--- config.mk ---
export PLATFORM = sky130hd
export DESIGN_NAME = gpc_port
export DESIGN_NICKNAME = d
export VERILOG_FILES = /design/src/gpc_port.v
export VERILOG_INCLUDE_DIRS = /design/src /design/src/pkg
export SDC_FILE = /design/constraint.sdc
export NUM_CORES = 1
export LEC_CHECK = 0
export BUFFER_PORTS_ARGS = -buffer_cell sky130_fd_sc_hd__buf_4
export CORE_MARGIN = 1
export CORE_UTILIZATION = 36
export CTS_CLUSTER_DIAMETER = 60
export DETAILED_ROUTE_END_ITERATION = 16
export GPL_TIMING_DRIVEN = 0
export SLEW_MARGIN = 20
export SYNTH_ARGS = -nofsm -noshare
export SYNTH_HDL_FRONTEND = slang
export SYNTH_SLANG_ARGS = --single-unit
--- constraint.sdc ---
create_clock -name pclk -period 3.5 [get_ports pclk]
set_clock_uncertainty 0.05 [all_clocks]
set_input_delay 0.35 -clock pclk [delete_from_list [all_inputs] [get_ports pclk]]
set_output_delay 0.35 -clock pclk [all_outputs]
set_load 0.01 [all_outputs]
--- src/pkg/gpc_map.vh ---
// Register map, field codes and reset values of the GPIO pin configuration block.
// Operation
// RQ1 - Alternate mode drives pad from peripheral output.
// RQ2 - Alternate mode keeps input receiver active.
// RQ3 - Alternate mode applies pulls per pull field.
// RQ4 - Alternate mode samples pin every clock.
// RQ5 - Analog mode turns output driver off.
// RQ6 - Analog mode forces sampled input low.
// RQ7 - Analog mode leaves pulls inactive; software sets none.
// RQ8 - Oscillator off: pins ordinary; on: software analog.
// RQ9 - External clock mode reserves only clock pin.
// RQ10 - Byte, half-word and word writes honour strobes.
// RQ11 - Mode field: input, output, alternate, analog.
// RQ12 - Mode register resets to port-specific value.
// RQ13 - Drive type bit per pin, upper half reserved.
// RQ14 - Slew field gives four speed grades.
// RQ15 - Slew register reset value per port.
// RQ16 - Pull field: none, up, down, reserved.
// RQ17 - Pull register reset value per port.
// RQ18 - Reserved bits read zero, writes ignored.
`ifndef GPC_MAP_VH
`define GPC_MAP_VH
`define GPC_OFS_MODE 12'h000
`define GPC_OFS_TYPE 12'h004
`define GPC_OFS_SLEW 12'h008
`define GPC_OFS_PULL 12'h00c
`define GPC_OFS_SAMPLE 12'h010
`define GPC_OFS_OUTDATA 12'h014
`define GPC_OFS_OSCCTL 12'h020
`define GPC_MODE_INPUT 2'h0
`define GPC_MODE_OUTPUT 2'h1
`define GPC_MODE_ALT 2'h2
`define GPC_MODE_ANALOG 2'h3
`define GPC_PULL_NONE 2'h0
`define GPC_PULL_UP 2'h1
`define GPC_PULL_DOWN 2'h2
`define GPC_RST_MODE 32'hebffffff
`define GPC_RST_TYPE 16'h0000
`define GPC_RST_SLEW 32'h0c000000
`define GPC_RST_PULL 32'h24000000
`define GPC_RST_OUTDATA 16'h0000
`define GPC_OSC_EN_BIT 0
`define GPC_OSC_EXT_BIT 1
`define GPC_RST_OSC 2'h0
`define GPC_RST_SAMPLE 16'h0000
`define GPC_PIN_ONE 16'h0001
`define GPC_PIN_NONE 16'h0000
`define GPC_ZERO_HALF 16'h0000
`define GPC_ZERO_OSC 30'h00000000
`define GPC_ZERO_WORD 32'h00000000
`endif

--- src/gpc_port.v ---
// APB slave holding the per-pin configuration of a 16-pin port and its pad control.
`include "gpc_map.vh"
module gpc_port #(
	parameter PINS = 16,
	parameter [31:0] MODE_RESET = `GPC_RST_MODE,
	parameter [31:0] SLEW_RESET = `GPC_RST_SLEW,
	parameter [31:0] PULL_RESET = `GPC_RST_PULL,
	parameter [3:0] CRYSTAL_INPUT_PIN_PIN = 4'h0,
	parameter [3:0] OSC_OUT_PIN = 4'h1
) (
	input wire pclk,
	input wire presetn,
	input wire psel,
	input wire penable,
	input wire pwrite,
	input wire [11:0] paddr,
	input wire [31:0] pwdata,
	input wire [3:0] pstrb,
	output wire pready,
	output reg [31:0] prdata,
	output wire pslverr,
	input wire [PINS-1:0] pad_in,
	output wire [PINS-1:0] pad_out,
	output wire [PINS-1:0] pad_oe,
	output wire [PINS-1:0] pad_pull_up,
	output wire [PINS-1:0] pad_pull_down,
	output wire [PINS-1:0] pad_in_enable,
	output wire [2*PINS-1:0] pad_slew,
	input wire [PINS-1:0] peripheral_function_out,
	output wire [PINS-1:0] peripheral_function_in,
	output wire [2*PINS-1:0] pin_function_field,
	output wire [PINS-1:0] drive_type_bit
);
	// Configuration registers; the _d values are the next state of the _q flip-flops.
	reg [31:0] mode_q;
	reg [31:0] mode_d;
	reg [15:0] type_q;
	reg [15:0] type_d;
	reg [31:0] slew_q;
	reg [31:0] slew_d;
	reg [31:0] pull_q;
	reg [31:0] pull_d;
	reg [15:0] odata_q;
	reg [15:0] odata_d;
	reg [1:0] osc_q;
	reg [1:0] osc_d;
	reg [15:0] sample_q;
	reg [31:0] rdata_d;
	wire [15:0] sample_d;

	// Byte-lane merges of the written word into the mode, type, slew, pull and output data registers.
	wire [31:0] mode_merge;
	wire [15:0] type_merge;
	wire [31:0] slew_merge;
	wire [31:0] pull_merge;
	wire [15:0] odata_merge;

	// Bus decode.
	wire setup_phase;
	wire access_phase;
	wire wr_en;
	wire rd_setup;
	wire sel_mode;
	wire sel_type;
	wire sel_slew;
	wire sel_pull;
	wire sel_sample;
	wire sel_odata;
	wire sel_osc;
	wire addr_hit;
	wire [31:0] bmask;
	wire [15:0] bmask_lo;

	// Read values, with reserved bits already zero.
	wire [31:0] mode_rd;
	wire [31:0] type_rd;
	wire [31:0] slew_rd;
	wire [31:0] pull_rd;
	wire [31:0] sample_rd;
	wire [31:0] odata_rd;
	wire [31:0] osc_rd;

	// Pin-side decode.
	wire osc_on;
	wire osc_ext;
	wire [15:0] crystal_input_pin_bit;
	wire [15:0] osc_out_bit;
	wire [15:0] reserved_pins;
	wire [PINS-1:0] rx_on;

	// Zero wait states: every access completes in its first access cycle.
	assign pready = 1'b1;
	assign setup_phase = psel & ~penable;
	assign access_phase = psel & penable;
	assign wr_en = access_phase & pwrite;
	assign rd_setup = setup_phase & ~pwrite;

	assign sel_mode = (paddr == `GPC_OFS_MODE);
	assign sel_type = (paddr == `GPC_OFS_TYPE);
	assign sel_slew = (paddr == `GPC_OFS_SLEW);
	assign sel_pull = (paddr == `GPC_OFS_PULL);
	assign sel_sample = (paddr == `GPC_OFS_SAMPLE);
	assign sel_odata = (paddr == `GPC_OFS_OUTDATA);
	assign sel_osc = (paddr == `GPC_OFS_OSCCTL);
	assign addr_hit = sel_mode | sel_type | sel_slew | sel_pull |
		sel_sample | sel_odata | sel_osc;

	// Holes in the map answer with an error and their writes are dropped.
	assign pslverr = access_phase & ~addr_hit; // [RQ18]

	// Byte lanes are honoured so narrower CPU stores touch only their bytes.
	assign bmask = {{8{pstrb[3]}}, {8{pstrb[2]}}, {8{pstrb[1]}}, {8{pstrb[0]}}}; // [RQ10]
	assign bmask_lo = bmask[15:0];

	gpc_lane_merge #(
		.WIDTH(32)
	) u_mode_merge (
		.old_word(mode_q),
		.new_word(pwdata),
		.lane_mask(bmask),
		.merged(mode_merge)
	);

	gpc_lane_merge #(
		.WIDTH(16)
	) u_type_merge (
		.old_word(type_q),
		.new_word(pwdata[15:0]),
		.lane_mask(bmask_lo),
		.merged(type_merge)
	);

	gpc_lane_merge #(
		.WIDTH(32)
	) u_slew_merge (
		.old_word(slew_q),
		.new_word(pwdata),
		.lane_mask(bmask),
		.merged(slew_merge)
	);

	gpc_lane_merge #(
		.WIDTH(32)
	) u_pull_merge (
		.old_word(pull_q),
		.new_word(pwdata),
		.lane_mask(bmask),
		.merged(pull_merge)
	);

	gpc_lane_merge #(
		.WIDTH(16)
	) u_odata_merge (
		.old_word(odata_q),
		.new_word(pwdata[15:0]),
		.lane_mask(bmask_lo),
		.merged(odata_merge)
	);

	// Port-specific reset values come in through the parameters.
	always @* begin
		mode_d = mode_q;
		if (wr_en & sel_mode) begin
			mode_d = mode_merge; // [RQ10] [RQ11]
		end
	end

	always @(posedge pclk or negedge presetn) begin
		if (!presetn) begin
			mode_q <= MODE_RESET; // [RQ12]
		end else begin
			mode_q <= mode_d;
		end
	end

	// Only the low half exists; the upper half of a write is dropped.
	always @* begin
		type_d = type_q;
		if (wr_en & sel_type) begin
			type_d = type_merge; // [RQ13] [RQ18]
		end
	end

	always @(posedge pclk or negedge presetn) begin
		if (!presetn) begin
			type_q <= `GPC_RST_TYPE; // [RQ13]
		end else begin
			type_q <= type_d;
		end
	end

	always @* begin
		slew_d = slew_q;
		if (wr_en & sel_slew) begin
			slew_d = slew_merge; // [RQ14]
		end
	end

	always @(posedge pclk or negedge presetn) begin
		if (!presetn) begin
			slew_q <= SLEW_RESET; // [RQ15]
		end else begin
			slew_q <= slew_d;
		end
	end

	always @* begin
		pull_d = pull_q;
		if (wr_en & sel_pull) begin
			pull_d = pull_merge; // [RQ16]
		end
	end

	always @(posedge pclk or negedge presetn) begin
		if (!presetn) begin
			pull_q <= PULL_RESET; // [RQ17]
		end else begin
			pull_q <= pull_d;
		end
	end

	always @* begin
		odata_d = odata_q;
		if (wr_en & sel_odata) begin
			odata_d = odata_merge; // [RQ10]
		end
	end

	always @(posedge pclk or negedge presetn) begin
		if (!presetn) begin
			odata_q <= `GPC_RST_OUTDATA;
		end else begin
			odata_q <= odata_d;
		end
	end

	// The oscillator control sits in the lowest byte lane only.
	always @* begin
		osc_d = osc_q;
		if (wr_en & sel_osc & pstrb[0]) begin
			osc_d = pwdata[1:0];
		end
	end

	always @(posedge pclk or negedge presetn) begin
		if (!presetn) begin
			osc_q <= `GPC_RST_OSC; // [RQ8]
		end else begin
			osc_q <= osc_d;
		end
	end

	// The oscillator takes its pins only when enabled; external clock keeps just the input.
	assign osc_on = osc_q[`GPC_OSC_EN_BIT];
	assign osc_ext = osc_q[`GPC_OSC_EXT_BIT];
	assign crystal_input_pin_bit = `GPC_PIN_ONE << CRYSTAL_INPUT_PIN_PIN;
	assign osc_out_bit = `GPC_PIN_ONE << OSC_OUT_PIN;
	assign reserved_pins = osc_on ? (osc_ext ? crystal_input_pin_bit : (crystal_input_pin_bit | osc_out_bit)) :
		`GPC_PIN_NONE; // [RQ8] [RQ9]

	genvar g;
	generate
		for (g = 0; g < PINS; g = g + 1) begin : pin
			gpc_pin_ctl u_gpc_pin_ctl (
				.mode_field(mode_q[2*g+1:2*g]),
				.pull_field(pull_q[2*g+1:2*g]),
				.open_drain(type_q[g]),
				.out_data(odata_q[g]),
				.alt_data(peripheral_function_out[g]),
				.osc_reserved(reserved_pins[g]),
				.pad_out(pad_out[g]),
				.pad_oe(pad_oe[g]),
				.pull_up(pad_pull_up[g]),
				.pull_down(pad_pull_down[g]),
				.rx_on(rx_on[g])
			);
			assign pad_slew[2*g+1:2*g] = slew_q[2*g+1:2*g]; // [RQ14]
			assign pin_function_field[2*g+1:2*g] = mode_q[2*g+1:2*g]; // [RQ11]
		end
	endgenerate

	assign pad_in_enable = rx_on; // [RQ2]
	assign drive_type_bit = type_q;
	assign peripheral_function_in = sample_q; // [RQ2]

	// Sampled each clock; a disabled receiver reads as zero.
	assign sample_d = pad_in & rx_on; // [RQ4] [RQ6]

	always @(posedge pclk or negedge presetn) begin
		if (!presetn) begin
			sample_q <= `GPC_RST_SAMPLE;
		end else begin
			sample_q <= sample_d;
		end
	end

	assign mode_rd = mode_q;
	assign type_rd = {`GPC_ZERO_HALF, type_q}; // [RQ18]
	assign slew_rd = slew_q;
	assign pull_rd = pull_q;
	assign sample_rd = {`GPC_ZERO_HALF, sample_q}; // [RQ4]
	assign odata_rd = {`GPC_ZERO_HALF, odata_q}; // [RQ18]
	assign osc_rd = {`GPC_ZERO_OSC, osc_q}; // [RQ18]

	always @* begin
		rdata_d = `GPC_ZERO_WORD;
		case (paddr)
		`GPC_OFS_MODE: rdata_d = mode_rd;
		`GPC_OFS_TYPE: rdata_d = type_rd;
		`GPC_OFS_SLEW: rdata_d = slew_rd;
		`GPC_OFS_PULL: rdata_d = pull_rd;
		`GPC_OFS_SAMPLE: rdata_d = sample_rd;
		`GPC_OFS_OUTDATA: rdata_d = odata_rd;
		`GPC_OFS_OSCCTL: rdata_d = osc_rd;
		default: rdata_d = `GPC_ZERO_WORD; // [RQ18]
		endcase
	end

	// Read data is captured in the setup cycle, so the access cycle sees a flip-flop.
	// A pin sample read this way is one clock older than the access cycle.
	always @(posedge pclk or negedge presetn) begin
		if (!presetn) begin
			prdata <= `GPC_ZERO_WORD;
		end else if (rd_setup) begin
			prdata <= rdata_d;
		end
	end
endmodule

// Byte-lane merge: lanes with a set mask bit take the new word.
module gpc_lane_merge #(
	parameter WIDTH = 32
) (
	input wire [WIDTH-1:0] old_word,
	input wire [WIDTH-1:0] new_word,
	input wire [WIDTH-1:0] lane_mask,
	output wire [WIDTH-1:0] merged
);
	assign merged = (old_word & ~lane_mask) | (new_word & lane_mask); // [RQ10]
endmodule

// Per-pin decode of mode, type and pull into pad controls.
module gpc_pin_ctl (
	input wire [1:0] mode_field,
	input wire [1:0] pull_field,
	input wire open_drain,
	input wire out_data,
	input wire alt_data,
	input wire osc_reserved,
	output wire pad_out,
	output wire pad_oe,
	output wire pull_up,
	output wire pull_down,
	output wire rx_on
);
	wire is_output;
	wire is_alt;
	wire is_analog;
	wire drive_en;
	wire drive_val;

	assign is_output = (mode_field == `GPC_MODE_OUTPUT); // [RQ11]
	assign is_alt = (mode_field == `GPC_MODE_ALT); // [RQ11]
	assign is_analog = (mode_field == `GPC_MODE_ANALOG); // [RQ11]

	// Analog mode and oscillator pins never drive, whatever type and data say.
	assign drive_en = (is_output | is_alt) & ~osc_reserved; // [RQ5] [RQ8]
	assign drive_val = is_alt ? alt_data : out_data; // [RQ1]

	// Open drain only ever pulls low; a one leaves the pin to its pull or the outside.
	assign pad_out = drive_val & ~open_drain;
	assign pad_oe = drive_en & (~open_drain | ~drive_val); // [RQ1] [RQ13]
	assign rx_on = ~is_analog & ~osc_reserved; // [RQ2] [RQ6]

	// Analog pins have their pulls cut here too, in case software leaves them set.
	assign pull_up = rx_on & (pull_field == `GPC_PULL_UP); // [RQ3] [RQ7] [RQ16]
	assign pull_down = rx_on & (pull_field == `GPC_PULL_DOWN); // [RQ3] [RQ7] [RQ16]
endmodule

==> out/results.txt, run 1 <==
Status: completed
Worst max-slew margin expressed relative to the limit: 31.2%
F_max: 341 MHz
First-pass GRT wire length: 48800 microns
Growth of design area from synthesis to finish: 32.6%
CTS Buffer Depth: 2
Overall overflow remaining after global route: 0
H-tree level count: 4
Util after Layout: 49.0%
Remaining antenna violation count after routing: 0
Arr. time, crit path: 2540 ps
Clock group share of total power: 44.4%
Most Frequent Cell on Critical Path: buf_4
Clock tree from TritonCTS: done
Final net count: 1260
Final GP Congestion: 0.860
Top FF cell, synth: dfrtp_1
PD cells: 320 nW/um^2
Global Route Usage Sum: 23.2%
Depth of the most critical reg-to-reg path: 4
Most common cell after layout, fill and taps aside: buf_4
R2R Setup Slk: 1970 ps
Vias in the first global route: 7885
Biggest area consumer among synthesized cells: dfrtp_1
Initial antenna violation count: 0
Number of clock buffers inserted by TritonCTS: 17
Worst min-delay path category: input port to flop
DP Wirelength: 24500 microns
Tcrit/Tclk final: 83.9%
Cells traversed along the worst timing path: buf_4, or4_1, nor2_1, clkbuf_1, a31oi_1, buf_4
Main area contributors after synthesis: dfrtp_1 36%, mux2_2 14%, dfstp_2 8.9%, buf_4 7.4%, mux2i_1 4.1%
Number of unique standard cell types used by synthesis: 49
Pin count of the biggest net entering global routing: 95
Synth async-reset ratio: 100%
Number of top-level pins: 295
Critical Path Start: paddr[1]
Routed via count: 7741
Sequential area share after synthesis: 44.9%
Total inserted antenna cells: 0
Initial drt markers: 490
Critical path endpoint category: primary output
RSZ-0062 raised after global routing: false
Least-Margin Pin Slew: 1030 ps
Capture instance of the worst register-to-register path: prdata[1]
Fraction of power spent switching nets: 25.1%
Via-to-Cell Ratio: 5.07
Worst IR Drop VDD: 0.000252 V
Critical path startpoint category: input port
Port buffer count: 292
Most frequent cells in the layout: 389 x buf_4, 144 x dfrtp_1, 122 x mux2_2
Leakage power total: 6.71 nW
Minimum period implied by the final worst setup slack: 2940 ps
Post-synth net total: 947
Clk pin slew, worst setup/hold paths: 70 ps
Cell with the biggest individual delay on the critical path: or4_1
Internal cell power: 3.18 mW
Number of warning messages in the yosys log: 0
Num rows: 60
Synth Instances: 830
Cell chosen for the clock root: clkbuf_16
Total of endpoints with negative setup slack in the final report: 0
Die H: 169 microns
Placeable core region: 27100 sq um
Largest delay contributor family on the critical path: simple AND/OR/NAND/NOR gates
Worst-skew pair later-pin latency: 440 ps
Fin. Hold Viols: 0
Maximum fanout count along the critical path: 10
Classification of the worst setup path: input port to primary output
Slowest cell delay on critical path: 680 ps
Number of detailed-route iterations in the first pass: 4
Horiz. Die Dim: 169 microns
Average instance area after synthesis: 12.1 sq um
Setup_tns: 0 ps
Power share of the combinational group: 6.5%
WL final: 32900 microns
Remaining routing DRC violations: 0
Switching power: 1.07 mW
Required time of the critical path: 3100 ps
Max-slew violation count: 0
Post-CTS setup buffer count: 0
CTS sink count: 178
Count of buffer and inverter cells on the critical path: 3
Post-synthesis register bit count: 178
Routed len/inst: 21.6 microns
Area fraction of the dominant cell type after synthesis: 36.0%
Max_cap viols: 0
Area of the mapped netlist: 10000 sq um
Number of logic stages on the critical path including buffering: 6
Crit path to: pslverr
Count of flip-flops with a built-in enable after synthesis: 0
Initial cell density of the core: 36.9%
Die Footprint: 28500 sq um
Share of cells above drive strength 1: 55.4%
Part of the total power dissipated in sequential elements: 49.0%
-- stage by stage --
| stage | hold slack, ps | setup slack [ps] | cells | instance area (sq um) | power (mW) |
|---|---|---|---|---|---|
| detailed placement | 362 | 648 | 1495 | 12700 | 2.40 |
| global placement | 415 | 663 | 1494 | 12700 | 2.39 |
| global route | 63.0 | 527 | 1528 | 13300 | 4.38 |
| CTS | 63.9 | 647 | 1528 | 13300 | 4.29 |
| finish | 82.0 | 564 | 1528 | 13300 | 4.25 |
| floorplan | 4.41 | 1370 | 830 | 10000 | 2.20 |
-- power by group through the flow --
stage / Combinational [mW] / Sequential, mW / Clock [mW]
after floorplan: 0.0789 / 2.12 / 0
after global placement: 0.273 / 2.12 / 0
after detailed placement: 0.280 / 2.12 / 0
after CTS: 0.281 / 2.08 / 1.93
after global routing: 0.301 / 2.08 / 2.00
final: 0.278 / 2.08 / 1.89
-- worst reg2reg max path, delay by kind of cell, from the launching register on --
| kind | cells | cell delay, ps |
|---|---|---|
| simple gates | 1 | 170 |
| flops | 1 | 430 |
| compound gates | 2 | 280 |
| mux | 1 | 490 |
-- area by class of cell --
class                           count  area (sq um)
Sequential cell                   178          4500
Tap cell                          372           465
Timing Repair Buffer              294          2240
Buffer                            131           922
Fill cell                        2513         13800
Multi-Input combinational cell    489          4470
Inverter                           32           120
Clock inverter                     13           128
Clock buffer                       19           433
-- synth_stat cells (24+ instances only) --
| cell type | count |
|---|---|
| dfrtp_1 | 144 |
| mux2_2 | 122 |
| buf_4 | 98 |
| mux2i_1 | 41 |
| a21oi_1 | 38 |
| dfstp_2 | 34 |
| nor2b_1 | 34 |
| ha_1 | 32 |
| inv_1 | 32 |
| nor3b_1 | 29 |
| nand2_1 | 27 |
| mux2_4 | 24 |
-- worst min path at each step --
stage                          start                         end  depth (start not counted)
after floorplan              presetn  asynchronous set/reset pin                          0
after global placement    prdata[16]                  prdata[16]                          2
after detailed placement     presetn   peripheral_function_in[4]                          1
after CTS                  pad_in[1]   peripheral_function_in[1]                          2
after global routing       pad_in[1]   peripheral_function_in[1]                          2
final                      pad_in[8]   peripheral_function_in[8]                          2
-- layer usage --
layer / vias to the layer above / wire, microns / track usage, % / share of wire, %
met5: - / 0 / 0 / 0
met2: 297 / 15800 / 38.2 / 48
li1: 3519 / - / - / -
met4: 0 / 655 / 6.05 / 2.0
met3: 38 / 2140 / 5.56 / 6.5
met1: 3887 / 14400 / 30.6 / 44
-- kinds of logic after synthesis --
kind of cell    count (synthesis)  share of synthesized area [%]
buf+inv                       163                           10.4
simple gates                  155                           10.7
flops                         178                           44.9
fa+ha+maj                      32                           4.00
other cells                     1                         0.0375
mux                           192                           22.6
compound gates                109                           7.34
-- timing repair --
item	in CTS	in global routing
hold buffers	1	0
gates resized for setup	0	0
hold endpoints to repair	71	0
Power figures use the tool's default switching activity.
==> inputs of run 2 (changes only) <==
==> constraint.sdc (replaced) <==
create_clock -name pclk -period 2.7 [get_ports pclk]
set_clock_uncertainty 0.05 [all_clocks]
set_input_delay 0.27 -clock pclk [delete_from_list [all_inputs] [get_ports pclk]]
set_output_delay 0.27 -clock pclk [all_outputs]
set_load 0.01 [all_outputs]
==> out/results.txt, run 2 (synthesis gave the netlist of run 1 again) <==
Num rows: 60
Most frequent cells in the layout: 389 x buf_4, 144 x dfrtp_1, 122 x mux2_2
Slowest cell delay on critical path: 680 ps
Count of placed standard cells including taps: 1495
Non-filler instance count after layout: 1536
Number of filler instances in the final layout: 2508
Critical path startpoint category: input port
CTS sink count: 178
Growth of design area from synthesis to finish: 33.4%
R2R Setup Slk: 1170 ps
Capture instance of the worst register-to-register path: prdata[1]
Vias in the first global route: 7934
F_max: 385 MHz
Minimum period implied by the final worst setup slack: 2600 ps
Port buffer count: 292
Share of cells above drive strength 1: 55.2%
PD cells: 413 nW/um^2
Final GP Congestion: 0.860
Clock tree from TritonCTS: done
Worst-skew pair later-pin latency: 430 ps
Overall overflow remaining after global route: 0
Die H: 169 microns
Status: completed
Total inserted antenna cells: 0
Routed len/inst: 21.5 microns
Crit path to: pslverr
Count of buffer and inverter cells on the critical path: 3
Least-Margin Pin Slew: 1040 ps
Worst min-delay path category: input port to flop
Largest delay contributor family on the critical path: simple AND/OR/NAND/NOR gates
Worst-case setup margin in the final layout: 104 ps
Die Footprint: 28500 sq um
CTS Buffer Depth: 2
Fin. Hold Viols: 0
Initial antenna violation count: 0
Remaining antenna violation count after routing: 0
Horiz. Die Dim: 169 microns
Max-slew violation count: 0
Cell chosen for the clock root: clkbuf_16
Number of top-level pins: 295
Critical Path Start: paddr[1]
Critical path endpoint category: primary output
Leakage power total: 6.75 nW
Placement-stage worst setup slack: 8.19 ps
Most common cell after layout, fill and taps aside: buf_4
Number of clock buffers inserted by TritonCTS: 17
Cells traversed along the worst timing path: buf_4, or4_1, nor2_1, clkbuf_2, a31oi_1, buf_4
Global Route Usage Sum: 23.3%
Depth of the most critical reg-to-reg path: 4
Remaining routing DRC violations: 0
Classification of the worst setup path: input port to primary output
Number of logic stages on the critical path including buffering: 6
Most Frequent Cell on Critical Path: buf_4
Arr. time, crit path: 2280 ps
Tcrit/Tclk final: 96.1%
Initial drt markers: 408
Worst IR Drop VDD: 0.000325 V
Post-CTS setup buffer count: 0
Total of endpoints with negative setup slack in the final report: 0
Number of detailed-route iterations in the first pass: 5
Required time of the critical path: 2380 ps
DP Wirelength: 24500 microns
Clk pin slew, worst setup/hold paths: 70 ps
Sequential cell area: 4500 sq um
Routed via count: 7778
Final net count: 1268
Overall Power: 5.51 mW
Initial cell density of the core: 36.9%
First-pass GRT wire length: 48900 microns
H-tree level count: 4
Maximum fanout count along the critical path: 10
Max_cap viols: 0
Util after Layout: 49.3%
Via-to-Cell Ratio: 5.06
Multi-input gate area in the final layout: 4470 sq um
WL final: 33100 microns
Worst max-slew margin expressed relative to the limit: 30.9%
Cell with the biggest individual delay on the critical path: or4_1
Placeable core region: 27100 sq um
Pin count of the biggest net entering global routing: 95
RSZ-0062 raised after global routing: false
## run 2: cell count changes in the layout (fill, tap and decap cells not counted)
cell and delta:
clkbuf_2 +1, clkbuf_1 -1, dlygate4sd3_1 +8
## run 2: per-layer routing
metal / up-vias / share of wire, % / global-route usage (%)
li1: 3534 / - / -
met1: 3907 / 44 / 30.6
met2: 300 / 48 / 38.2
met3: 37 / 6.6 / 5.56
met4: 0 / 2.0 / 6.32
met5: - / 0 / 0
## run 2: layout make-up
class	count	area share (%)
flip-flops and latches	178	33.7
multi-input cells	489	33.5
repair buffers	302	17.4
plain buffers	131	6.92
well taps	372	3.49
clock buffers	19	3.24
clock inverters	13	0.956
inverters	32	0.900
## run 2: worst min path at each step
stage               slack, ps                          to        from  cells after the start
finish                     10   peripheral_function_in[5]   pad_in[5]                      2
global route                8   peripheral_function_in[0]   pad_in[0]                      2
CTS                       0.3   peripheral_function_in[0]   pad_in[0]                      2
detailed placement        280   peripheral_function_in[4]     presetn                      1
global placement          410                  prdata[16]  prdata[16]                      2
floorplan                 -80  asynchronous set/reset pin     presetn                      0
## run 2: what timing repair did
action                                  4_1_cts  5_1_grt
endpoints found under the setup margin        0        1
hold buffers                                  9        0
hold endpoints to repair                     79        0
gates resized for setup                       0        2
## run 2: report_power, final
group | internal, mW | switching, mW
sequential | 2.68 | 0.0157
clock | 1.29 | 1.15
combinational | 0.158 | 0.213
total | 4.13 | 1.38
## run 2: stage by stage
stage	cell area (sq um)	TNS, ps	hold slack, ps
2_1_floorplan	10000	0	-75.6
3_3_place_gp	12700	-9.93	415
3_5_place_dp	12700	0	282
4_1_cts	13400	0	0.279
5_1_grt	13400	0	7.74
6_report	13400	0	11.5
